### config.mk
export PLATFORM = sky130hd
export DESIGN_NAME = tmlp_top
export DESIGN_NICKNAME = d
export VERILOG_FILES = /design/src/rtl/tmlp_pkg.sv /design/src/rtl/tmlp_top.sv
export VERILOG_INCLUDE_DIRS = /design/src /design/src/rtl
export SDC_FILE = /design/constraint.sdc
export NUM_CORES = 1
export LEC_CHECK = 0
export ABC_AREA = 1
export BUFFER_PORTS_ARGS = -buffer_cell sky130_fd_sc_hd__buf_2
export CORE_UTILIZATION = 24
export CTS_CLUSTER_DIAMETER = 50
export DETAILED_ROUTE_END_ITERATION = 8
export PLACE_DENSITY = 0.35
export SYNTH_ARGS = -nofsm -noshare
export SYNTH_HDL_FRONTEND = slang
export SYNTH_SLANG_ARGS = --single-unit
### constraint.sdc
create_clock -name i_core_clk -period 9.21 [get_ports i_core_clk]
set_clock_uncertainty 0.15 [all_clocks]
set_input_delay 0.4605 -clock i_core_clk [delete_from_list [all_inputs] [get_ports i_core_clk]]
set_output_delay 0.4605 -clock i_core_clk [all_outputs]
set_load 0.03 [all_outputs]
### src/rtl/tmlp_regs.svh
// Overview of operation
// - mode control register sits at serial address 0x0a.
// - bits 7:5 set interrupt spacing factor 1..8 times master tick.
// - bit 4 written 0 resets the controller; 1 leaves it running.
// - bit 2 low enables duty cycling; high disables it.
// - bit 1 enables the interrupt output function.
// - bit 0 high enables electrode scanning, low stops it.
// - wake pin falling edge forces the duty-cycle-off bit to 1.
// - low-power period adaptation works only in cycled run mode.
// - normal period is ((tick+5)/8+1) x sample factor x 4 x 8ms.
// - slow period multiplies the normal period by the sleep cycle factor.
// - idle timeout is ((tick+5)/8+1) x sample x idle factor x 6 x 8ms.
// - start normal, go slow after idle timeout, back on touch.
// - low-power timing register sits at serial address 0x08.
// - bits 7:5 idle timeout factor; zero disables low power.
// - bits 4:0 sleep cycle factor; zero disables low power.
// - read-only live status at 0x02 shows at most one touch.
// - live status bit 4 is set while a touch is detected.
// - live status bits 3:0 give touched electrode index.
// - touch FIFO holds 30 events; further events are lost.
// - each FIFO read removes the returned entry.
// - FIFO empties on last read or on any write to it.
// - mode decodes from scan enable and duty-cycle-off bits.
// - in continuous run only the mode control register accepts writes; cycled run accepts none. Here a FIFO write still clears it in continuous run.
// - off stop mode neither scans nor answers serial access.
// - outside continuous run the primary tick is fixed 8ms.
`ifndef TMLP_REGS_SVH
`define TMLP_REGS_SVH
`define TMLP_ADDR_FIFO 8'h00
`define TMLP_ADDR_LIVE 8'h02
`define TMLP_ADDR_LOWPWR 8'h08
`define TMLP_ADDR_MODE 8'h0a
`define TMLP_MODE_RESET 8'h14
`define TMLP_LOWPWR_RESET 8'h00
`define TMLP_MODE_SPACING 7:5
`define TMLP_MODE_SOFTRST 4
`define TMLP_MODE_DCOFF 2
`define TMLP_MODE_INTERRUPT_OUT_ENABLE 1
`define TMLP_MODE_SCAN 0
`define TMLP_LP_IDLE 7:5
`define TMLP_LP_SLEEP 4:0
`define TMLP_FIXED_TICK_MS 8
`define TMLP_TICK_OFFSET_MS 5
`define TMLP_TICK_DIV 8
`define TMLP_DEBOUNCE 4
`define TMLP_IDLE_MULT 6
`define TMLP_SPACING_MULT 4
`define TMLP_FIFO_LIMIT 30
`endif

### src/rtl/tmlp_pkg.sv
package tmlp_pkg;
    typedef struct packed {
        logic touched;
        logic [3:0] position;
    } tmlp_touch_t;

    typedef enum logic [1:0] {
        MODE_CONT_RUN,
        MODE_CYCLED_RUN,
        MODE_IDLE_STOP,
        MODE_OFF_STOP
    } tmlp_mode_t;

    typedef enum logic {
        LP_NORMAL,
        LP_SLOW
    } tmlp_lp_state_t;
endpackage : tmlp_pkg

### src/rtl/tmlp_top.sv
`timescale 1ns/10ps
`default_nettype none
`include "tmlp_regs.svh"

module tmlp_fifo #(
    parameter int WIDTH = 5,
    parameter int DEPTH = 32,
    parameter int LIMIT = 30
) (
    input wire logic i_clk, // core clock
    input wire logic i_rst_n, // synchronised reset
    input wire logic i_clear, // drop all entries
    input wire logic i_s_valid, // source offers a word
    output logic o_s_ready, // room below the limit
    input wire logic [WIDTH-1:0] i_s_data, // source word
    output logic o_m_valid, // head word present
    input wire logic i_m_ready, // drain takes head
    output logic [WIDTH-1:0] o_m_data, // head word
    output logic [$clog2(DEPTH+1)-1:0] o_count // words held
);
    localparam int AW = $clog2(DEPTH);
    localparam int CW = $clog2(DEPTH+1);
    generate
        if (LIMIT > DEPTH || LIMIT < 1 || DEPTH < 2) begin : g_bad
            $error("tmlp_fifo: LIMIT must lie in 1..DEPTH");
        end
    endgenerate
    logic [WIDTH-1:0] mem [DEPTH];
    logic [AW-1:0] wr_idx;
    logic [AW-1:0] rd_idx;
    logic [CW-1:0] count;
    logic push;
    logic pop;

    assign o_s_ready = (count < CW'(LIMIT));
    assign o_m_valid = (count != '0);
    assign o_m_data = mem[rd_idx];
    assign o_count = count;
    assign push = i_s_valid && o_s_ready && !i_clear;
    assign pop = o_m_valid && i_m_ready && !i_clear;

    always_ff @(posedge i_clk) begin
        if (push) begin
            mem[wr_idx] <= i_s_data;
        end
    end

    always_ff @(posedge i_clk or negedge i_rst_n) begin
        if (!i_rst_n) begin
            wr_idx <= '0;
            rd_idx <= '0;
            count <= '0;
        end else if (i_clear) begin
            wr_idx <= '0;
            rd_idx <= '0;
            count <= '0;
        end else begin
            if (push) begin
                wr_idx <= (wr_idx == AW'(DEPTH-1)) ? '0 : wr_idx + 1'b1;
            end
            if (pop) begin
                rd_idx <= (rd_idx == AW'(DEPTH-1)) ? '0 : rd_idx + 1'b1;
            end
            count <= count + CW'(push) - CW'(pop);
        end
    end
endmodule : tmlp_fifo

module tmlp_top #(
    parameter int MS_CYCLES = 250000,
    parameter int FIFO_DEPTH = 32
) (
    input wire logic i_core_clk, // 250 MHz core clock
    input wire logic i_arst_n, // async reset, active low
    input wire logic i_reg_wr, // register write strobe
    input wire logic i_reg_rd, // register read strobe
    input wire logic [7:0] i_reg_addr, // serial register address
    input wire logic [7:0] i_reg_wdata, // write byte
    output logic [7:0] o_reg_rdata, // read byte
    output logic o_reg_rvalid, // read answer pulse
    input wire logic i_wake_pin, // wake pin level
    input wire logic [7:0] i_master_tick, // master tick code
    input wire logic [7:0] i_sample_period_factor, // sample factor code, 0 means 1
    input wire tmlp_pkg::tmlp_touch_t i_live_touch, // live touch state
    input wire logic i_event_valid, // touch event strobe
    input wire tmlp_pkg::tmlp_touch_t i_event, // touch event word
    output logic o_event_ready, // FIFO has room
    input wire logic i_irq_request, // interrupt source pulse
    output logic o_irq_fire, // spaced interrupt pulse
    output logic o_scan_strobe, // start one electrode scan
    output tmlp_pkg::tmlp_mode_t o_mode, // decoded mode
    output tmlp_pkg::tmlp_lp_state_t o_lp_state, // scan period state
    output logic o_soft_reset // controller reset pulse
);
    localparam int TICK_CYCLES = `TMLP_FIXED_TICK_MS * MS_CYCLES;
    generate
        if (MS_CYCLES < 1 || FIFO_DEPTH < `TMLP_FIFO_LIMIT) begin : g_bad
            $error("tmlp_top: bad MS_CYCLES or FIFO_DEPTH");
        end
    endgenerate

    logic rst_meta;
    logic rst_n;
    logic [7:0] mode_control;
    logic [7:0] low_power_timing;
    tmlp_pkg::tmlp_mode_t mode;
    logic soft_rst;
    logic wake_q;
    logic wake_fall;
    logic serial_on;
    logic wr_ok;
    logic [31:0] tick_cnt;
    logic [31:0] tick_limit;
    logic tick;
    logic [7:0] tick_sum;
    logic [3:0] cycle_mult;
    logic [5:0] sample_factor;
    logic [2:0] idle_timeout_factor;
    logic [4:0] sleep_cycle_factor;
    logic lp_allowed;
    logic [15:0] scan_cnt;
    logic [15:0] scan_target;
    logic [15:0] normal_period;
    logic [15:0] slow_period;
    logic [15:0] idle_cnt;
    logic [15:0] idle_interface_timeout;
    tmlp_pkg::tmlp_lp_state_t lp_state;
    tmlp_pkg::tmlp_lp_state_t next_lp_state;
    logic touch_seen;
    logic [3:0] interrupt_spacing_factor;
    logic [7:0] spacing_target;
    logic [7:0] spacing_cnt;
    logic irq_pending;
    logic irq_fire;
    logic overflow;
    logic fifo_clear;
    logic fifo_pop;
    logic fifo_valid;
    logic [4:0] fifo_head;
    logic [$clog2(FIFO_DEPTH+1)-1:0] fifo_count;
    logic fifo_ready;
    logic [7:0] read_byte;

    always_ff @(posedge i_core_clk or negedge i_arst_n) begin
        if (!i_arst_n) begin
            rst_meta <= 1'b0;
            rst_n <= 1'b0;
        end else begin
            rst_meta <= 1'b1;
            rst_n <= rst_meta;
        end
    end

    always_comb begin
        case ({mode_control[`TMLP_MODE_SCAN], mode_control[`TMLP_MODE_DCOFF]})
            2'b11: mode = tmlp_pkg::MODE_CONT_RUN;
            2'b10: mode = tmlp_pkg::MODE_CYCLED_RUN;
            2'b01: mode = tmlp_pkg::MODE_IDLE_STOP;
            default: mode = tmlp_pkg::MODE_OFF_STOP;
        endcase
    end

    // both duty-cycled modes shut the serial side; only the wake pin reopens it
    assign serial_on = (mode == tmlp_pkg::MODE_CONT_RUN)
        || (mode == tmlp_pkg::MODE_IDLE_STOP);
    assign wr_ok = i_reg_wr && serial_on;
    assign wake_fall = wake_q && !i_wake_pin;
    assign soft_rst = wr_ok && (i_reg_addr == `TMLP_ADDR_MODE)
        && !i_reg_wdata[`TMLP_MODE_SOFTRST];

    always_ff @(posedge i_core_clk or negedge rst_n) begin
        if (!rst_n) begin
            wake_q <= 1'b1;
        end else begin
            wake_q <= i_wake_pin;
        end
    end

    // mode control: a wake edge beats a same-cycle write of the duty bit
    always_ff @(posedge i_core_clk or negedge rst_n) begin
        if (!rst_n) begin
            mode_control <= `TMLP_MODE_RESET;
        end else if (soft_rst) begin
            mode_control <= `TMLP_MODE_RESET;
        end else begin
            if (wr_ok && i_reg_addr == `TMLP_ADDR_MODE) begin
                mode_control <= i_reg_wdata & 8'hf7;
            end
            if (wake_fall) begin
                mode_control[`TMLP_MODE_DCOFF] <= 1'b1;
            end
        end
    end

    always_ff @(posedge i_core_clk or negedge rst_n) begin
        if (!rst_n) begin
            low_power_timing <= `TMLP_LOWPWR_RESET;
        end else if (soft_rst) begin
            low_power_timing <= `TMLP_LOWPWR_RESET;
        end else if (wr_ok && i_reg_addr == `TMLP_ADDR_LOWPWR
            && mode == tmlp_pkg::MODE_IDLE_STOP) begin
            low_power_timing <= i_reg_wdata;
        end
    end

    // primary tick: programmed period only in continuous run
    assign tick_sum = i_master_tick + 8'(`TMLP_TICK_OFFSET_MS);
    assign tick_limit = (mode == tmlp_pkg::MODE_CONT_RUN)
        ? 32'(tick_sum) * 32'(MS_CYCLES) : 32'(TICK_CYCLES);
    assign tick = (tick_cnt + 32'h1 >= tick_limit);

    always_ff @(posedge i_core_clk or negedge rst_n) begin
        if (!rst_n) begin
            tick_cnt <= '0;
        end else if (soft_rst || tick) begin
            tick_cnt <= '0;
        end else begin
            tick_cnt <= tick_cnt + 32'h1;
        end
    end

    assign cycle_mult = 4'(tick_sum / 8'(`TMLP_TICK_DIV)) + 4'h1;
    assign sample_factor = 6'(i_sample_period_factor[4:0]) + 6'h1;
    assign idle_timeout_factor = low_power_timing[`TMLP_LP_IDLE];
    assign sleep_cycle_factor = low_power_timing[`TMLP_LP_SLEEP];
    assign lp_allowed = (idle_timeout_factor != 3'h0)
        && (sleep_cycle_factor != 5'h0);
    // periods in 8ms primary ticks
    assign normal_period = 16'(cycle_mult) * 16'(sample_factor)
        * 16'(`TMLP_DEBOUNCE);
    assign slow_period = normal_period * 16'(sleep_cycle_factor);
    assign idle_interface_timeout = 16'(cycle_mult) * 16'(sample_factor)
        * 16'(idle_timeout_factor) * 16'(`TMLP_IDLE_MULT);
    assign touch_seen = i_live_touch.touched || (i_event_valid && i_event.touched);

    always_comb begin
        case (mode)
            tmlp_pkg::MODE_CONT_RUN: scan_target = 16'(sample_factor);
            tmlp_pkg::MODE_CYCLED_RUN:
                scan_target = (lp_state == tmlp_pkg::LP_SLOW) ? slow_period : normal_period;
            default: scan_target = 16'hffff;
        endcase
    end

    always_comb begin
        next_lp_state = lp_state;
        case (lp_state)
            tmlp_pkg::LP_NORMAL: begin
                if (lp_allowed && tick && idle_cnt + 16'h1 >= idle_interface_timeout
                    && !touch_seen) begin
                    next_lp_state = tmlp_pkg::LP_SLOW;
                end
            end
            tmlp_pkg::LP_SLOW: begin
                if (touch_seen || !lp_allowed) begin
                    next_lp_state = tmlp_pkg::LP_NORMAL;
                end
            end
            default: next_lp_state = tmlp_pkg::LP_NORMAL;
        endcase
    end

    // leaving cycled run drops the adaptation back to its start point
    always_ff @(posedge i_core_clk or negedge rst_n) begin
        if (!rst_n) begin
            lp_state <= tmlp_pkg::LP_NORMAL;
        end else if (soft_rst || mode != tmlp_pkg::MODE_CYCLED_RUN) begin
            lp_state <= tmlp_pkg::LP_NORMAL;
        end else begin
            lp_state <= next_lp_state;
        end
    end

    always_ff @(posedge i_core_clk or negedge rst_n) begin
        if (!rst_n) begin
            idle_cnt <= '0;
        end else if (soft_rst || touch_seen || lp_state != tmlp_pkg::LP_NORMAL
            || mode != tmlp_pkg::MODE_CYCLED_RUN) begin
            idle_cnt <= '0;
        end else if (tick) begin
            idle_cnt <= idle_cnt + 16'h1;
        end
    end

    always_ff @(posedge i_core_clk or negedge rst_n) begin
        if (!rst_n) begin
            scan_cnt <= '0;
            o_scan_strobe <= 1'b0;
        end else if (soft_rst || !mode_control[`TMLP_MODE_SCAN]
            || next_lp_state != lp_state) begin
            scan_cnt <= '0;
            o_scan_strobe <= 1'b0;
        end else if (tick) begin
            scan_cnt <= (scan_cnt + 16'h1 >= scan_target) ? '0 : scan_cnt + 16'h1;
            o_scan_strobe <= (scan_cnt + 16'h1 >= scan_target);
        end else begin
            o_scan_strobe <= 1'b0;
        end
    end

    // interrupt spacing: hold a request until the gap since the last has run out
    assign interrupt_spacing_factor = 4'(mode_control[`TMLP_MODE_SPACING]) + 4'h1;
    assign spacing_target = (mode == tmlp_pkg::MODE_CYCLED_RUN)
        ? 8'(cycle_mult) * 8'(interrupt_spacing_factor) * 8'(`TMLP_SPACING_MULT)
        : 8'(interrupt_spacing_factor) * 8'(`TMLP_SPACING_MULT);
    assign irq_fire = irq_pending && (spacing_cnt >= spacing_target);

    always_ff @(posedge i_core_clk or negedge rst_n) begin
        if (!rst_n) begin
            irq_pending <= 1'b0;
            spacing_cnt <= 8'hff;
            o_irq_fire <= 1'b0;
        end else if (soft_rst || !mode_control[`TMLP_MODE_INTERRUPT_OUT_ENABLE]) begin
            irq_pending <= 1'b0;
            spacing_cnt <= 8'hff;
            o_irq_fire <= 1'b0;
        end else begin
            irq_pending <= (irq_pending && !irq_fire) || i_irq_request;
            o_irq_fire <= irq_fire;
            if (irq_fire) begin
                spacing_cnt <= '0;
            end else if (tick && spacing_cnt != 8'hff) begin
                spacing_cnt <= spacing_cnt + 8'h1;
            end
        end
    end

    // writes clear the FIFO even in continuous run: it is a flush, not a setting
    assign fifo_clear = soft_rst || (wr_ok && i_reg_addr == `TMLP_ADDR_FIFO);
    assign fifo_pop = i_reg_rd && serial_on && i_reg_addr == `TMLP_ADDR_FIFO;

    tmlp_fifo #(
        .WIDTH(5),
        .DEPTH(FIFO_DEPTH),
        .LIMIT(`TMLP_FIFO_LIMIT)
    ) u_fifo (
        .i_clk(i_core_clk),
        .i_rst_n(rst_n),
        .i_clear(fifo_clear),
        .i_s_valid(i_event_valid),
        .o_s_ready(fifo_ready),
        .i_s_data(i_event),
        .o_m_valid(fifo_valid),
        .i_m_ready(fifo_pop),
        .o_m_data(fifo_head),
        .o_count(fifo_count)
    );

    // overflow set wins over a same-cycle flush
    always_ff @(posedge i_core_clk or negedge rst_n) begin
        if (!rst_n) begin
            overflow <= 1'b0;
        end else if (i_event_valid && !fifo_ready) begin
            overflow <= 1'b1;
        end else if (fifo_clear) begin
            overflow <= 1'b0;
        end
    end

    always_comb begin
        case (i_reg_addr)
            `TMLP_ADDR_FIFO: read_byte = {(fifo_count > 'd1), !fifo_valid, overflow,
                fifo_valid ? fifo_head : 5'h00};
            `TMLP_ADDR_LIVE: read_byte = i_live_touch.touched
                ? {3'h0, 1'b1, i_live_touch.position} : 8'h00;
            `TMLP_ADDR_LOWPWR: read_byte = low_power_timing;
            `TMLP_ADDR_MODE: read_byte = mode_control;
            default: read_byte = 8'h00;
        endcase
    end

    always_ff @(posedge i_core_clk or negedge rst_n) begin
        if (!rst_n) begin
            o_reg_rdata <= 8'h00;
            o_reg_rvalid <= 1'b0;
        end else begin
            o_reg_rvalid <= i_reg_rd && serial_on;
            if (i_reg_rd && serial_on) begin
                o_reg_rdata <= read_byte;
            end
        end
    end

    always_ff @(posedge i_core_clk or negedge rst_n) begin
        if (!rst_n) begin
            o_mode <= tmlp_pkg::MODE_IDLE_STOP;
            o_lp_state <= tmlp_pkg::LP_NORMAL;
            o_soft_reset <= 1'b0;
            o_event_ready <= 1'b0;
        end else begin
            o_mode <= mode;
            o_lp_state <= lp_state;
            o_soft_reset <= soft_rst;
            o_event_ready <= fifo_ready;
        end
    end
endmodule : tmlp_top
`default_nettype wire

==> out/metrics.yaml <==
swShare_pct: 39.0
clkPwrFrac_pct: 31.3
p_int_uw: 3690
synth-seq-cells: 285
power_switching_uw: 2360
arrival_ns: 8.75
grt_pass1_wl_um: 95200
start_util_pct: 24.3
hpwlAfterDp_um: 45400
yosysMostFrequentCell: "nand2_1"
comb_power_share_pct: 44.3
cap_violations: 0
critPathKind: "primary input to register"
coreArea_um2: 84000
die_x_um: 294
antenna_cells: 0
ff2ff_path_depth: 26
fill_cells: 8882
wirelength_um: 60200
synth.avg_cell_area_um2: 8.54
overflow: 0
hp-class: "primary input to asynchronous set/reset pin"
drt-vias-per-instance: 4.42
ff2ff_setup_slack_ns: 3.36
yosys.area.top_type_share_pct: 23.5
ios: 65
ant_nets: 0
synth-adder-area-share_pct: 18.8
synth_top_family_by_area: "simple AND/OR/NAND/NOR gates"
period_minus_slack_ns: 8.45
design_area_um2: 24400
drc: 0
fin_hold_ws_ns: 0.0315
row_count: 106
initialDrtViolationCount: 802
async_flop_share_pct: 43.9
h-tree-depth: 2
wl_per_cell_um: 16.2
cp.required_ns: 9.51
gp_congestion: 0.787
dr.pass1.iters: 6
cts.sinks: 285
netlist_area_um2: 20400
synth_edf_count: 160
worst_slew_pin_slew_ns: 1.01
slew_viol_final: 0
synth.distinct_cells: 53
fin_crit_sh_pct: 91.8
peakVddDrop_v: 0.000218
crit_slowest_cell: "fa_1"
yosys.area_share.xor_xnor_pct: 4.46
r2r-end: "spacing_cnt[5]$_DFFE_PN1P_"
die-area_um2: 86300
status: "finished, final reports clean"
cts-buffers-inserted: 49
antenna_found_initial: 0
endpoint_kind: "register"
area_growth_pct: 19.3
rr_startpoint: "mode_control[5]$_DFFE_PN0P_"
power.leakage_uw: 0.0112
endpoint: "scan_cnt[0]$_DFFE_PN0P_"
io_buffers: 61
yosysTopAreaCell: "edfxtp_1"
ys_dominant_reg_cell: "edfxtp_1"
synth_mux_area_share_pct: 0
cpPeakStageDelay_ns: 0.54
setup_viol: 0
worst_path_most_repeated_cell: "nand2_1"
yosysWarningCount: 0
rsz0062_at_grt: "no"
path_clk_slew_ns: 0.05
grt_max_degree: 72
slew_headroom_pct: 32.9
drive_gt1_share_pct: 10.8
synth_compound_area_share_pct: 9.08
ys_top_cells_by_count: "nand2_1 (528), inv_1 (330), nor2_1 (246)"
cts_tree: "yes"
vias: 16405
syn_inst: 2393
synth-simple-area-share_pct: 21.4
ys_top_cells_by_area: "edfxtp_1 (24%), dfrtp_1 (14%), ha_1 (13%)"
nNetsFinal: 2860
cp-startpoint: "i_master_tick[1]"
die_y_um: 294
clkLatencyLatePin_ns: 0.60
crit_path_start_kind: "primary input"
hold_viol: 0
ys_seq_area_share_pct: 38.9
grt_usage_pct: 14.2
grt_pass1_vias: 16690
max_freq_mhz: 118
place_area_um2: 22600
crit_fanout: 6
clockBufferDepth: 3
cts-root-buf: "clkbuf_16"
power_frac_seq_pct: 24.4
pwr_density_cell_nw_per_um2: 248
-- state kept, by name, indices dropped and copies added, names as in the netlist, 2 cells and up --
| signal | cells |
|---|---|
| o_mode | 2 |
| spacing_cnt | 8 |
| u_fifo.mem | 160 |
| u_fifo.o_count | 6 |
| low_power_timing | 8 |
| o_reg_rdata | 8 |
| mode_control | 7 |
| tick_cnt | 32 |
| scan_cnt | 16 |
| u_fifo.rd_idx | 5 |
| u_fifo.wr_idx | 5 |
| idle_cnt | 16 |
-- stage by stage --
stage,worst slack (ns),instances,util (%),power (uW),setup TNS (ns)
5_1_grt,0.00222,3714,29.0,6570,0
6_report,0.758,3714,29.0,6050,0
4_1_cts,0.381,3714,29.0,6130,0
3_3_place_gp,-0.127,3619,26.9,4170,-2.12
2_1_floorplan,0.571,2398,-,3280,0
3_5_place_dp,-0.137,3619,26.9,4170,-2.16
-- placed cells by master (no fill, tap or decap), types with 82 or more instances in the layout --
cell type,n
nand3_1,130
a21oi_1,108
buf_4,82
nand2_1,525
dfrtp_1,112
edfxtp_1,160
o21ai_0,105
ha_1,208
nor2_1,245
inv_1,329
-- critical path, delay by kind of cell --
kind                       cells  cell delay (ns)
and+or+nand+nor               22             2.39
xor gates and xnor gates       1             0.11
buffers and inverters         12             1.40
adders and majority gates      8             3.65
AOI/OAI and AO/OA              5             0.72
-- kinds of logic (layout without fill, tap and decap cells) --
kind of cell / count (synthesis) / in the layout
flip-flops: 285 / 285
XOR/XNOR: 104 / 104
buffers and inverters: 393 / 575
AO/OA/AOI/OAI: 313 / 313
AND/OR/NAND/NOR: 1026 / 1026
other: 2 / 7
adder cells (fa/ha/maj): 270 / 270
-- layer usage --
metal  vias up  routed length (um)  share of wire [%]  track usage (%)
met3        78                2800                4.6             2.55
met2       329               26200                 44             22.3
met5         -                   0                  0                0
met4         0                1260                2.1             3.70
li1       8245                   -                  -                -
met1      7753               29900                 50             19.9
-- power by group through the flow --
| stage | registers (uW) | clock network (uW) | logic [uW] |
|---|---|---|---|
| 2_1_floorplan | 1480 | 0 | 1800 |
| 3_3_place_gp | 1500 | 0 | 2670 |
| 3_5_place_dp | 1500 | 0 | 2670 |
| 4_1_cts | 1480 | 1960 | 2700 |
| 5_1_grt | 1490 | 2000 | 3090 |
| 6_report | 1480 | 1900 | 2680 |
-- area by class of cell --
type / instances / area, um2 / share of cell area, %
clock buffers: 58 / 1270 / 5.21
flip-flops and latches: 285 / 7950 / 32.6
repair buffers: 149 / 991 / 4.07
clock inverters: 32 / 439 / 1.80
multi-input cells: 1720 / 11000 / 45.3
well taps: 1134 / 1420 / 5.82
inverters: 336 / 1260 / 5.17
-- what timing repair did --
| item | in CTS | in global routing |
|---|---|---|
| buffers inserted | 0 | 0 |
| endpoints found under the setup margin | 0 | 18 |
| hold endpoints to repair | 7 | 0 |
| hold buffers | 5 | 0 |
| resized for setup | 0 | 8 |
-- worst min-delay path by stage --
stage	start	slack, ns	end	cells past startpoint
final	i_arst_n	0.03	rst_n$_DFF_PN0_	2
after CTS	i_arst_n	0.0007	rst_n$_DFF_PN0_	2
after global routing	i_arst_n	0.007	rst_n$_DFF_PN0_	2
after detailed placement	i_arst_n	0.10	rst_meta$_DFF_PN0_	1
after global placement	i_arst_n	0.1	rst_meta$_DFF_PN0_	1
after floorplan	i_arst_n	0.01	rst_meta$_DFF_PN0_	0
No activity file was read; power rests on OpenSTA's default activity.
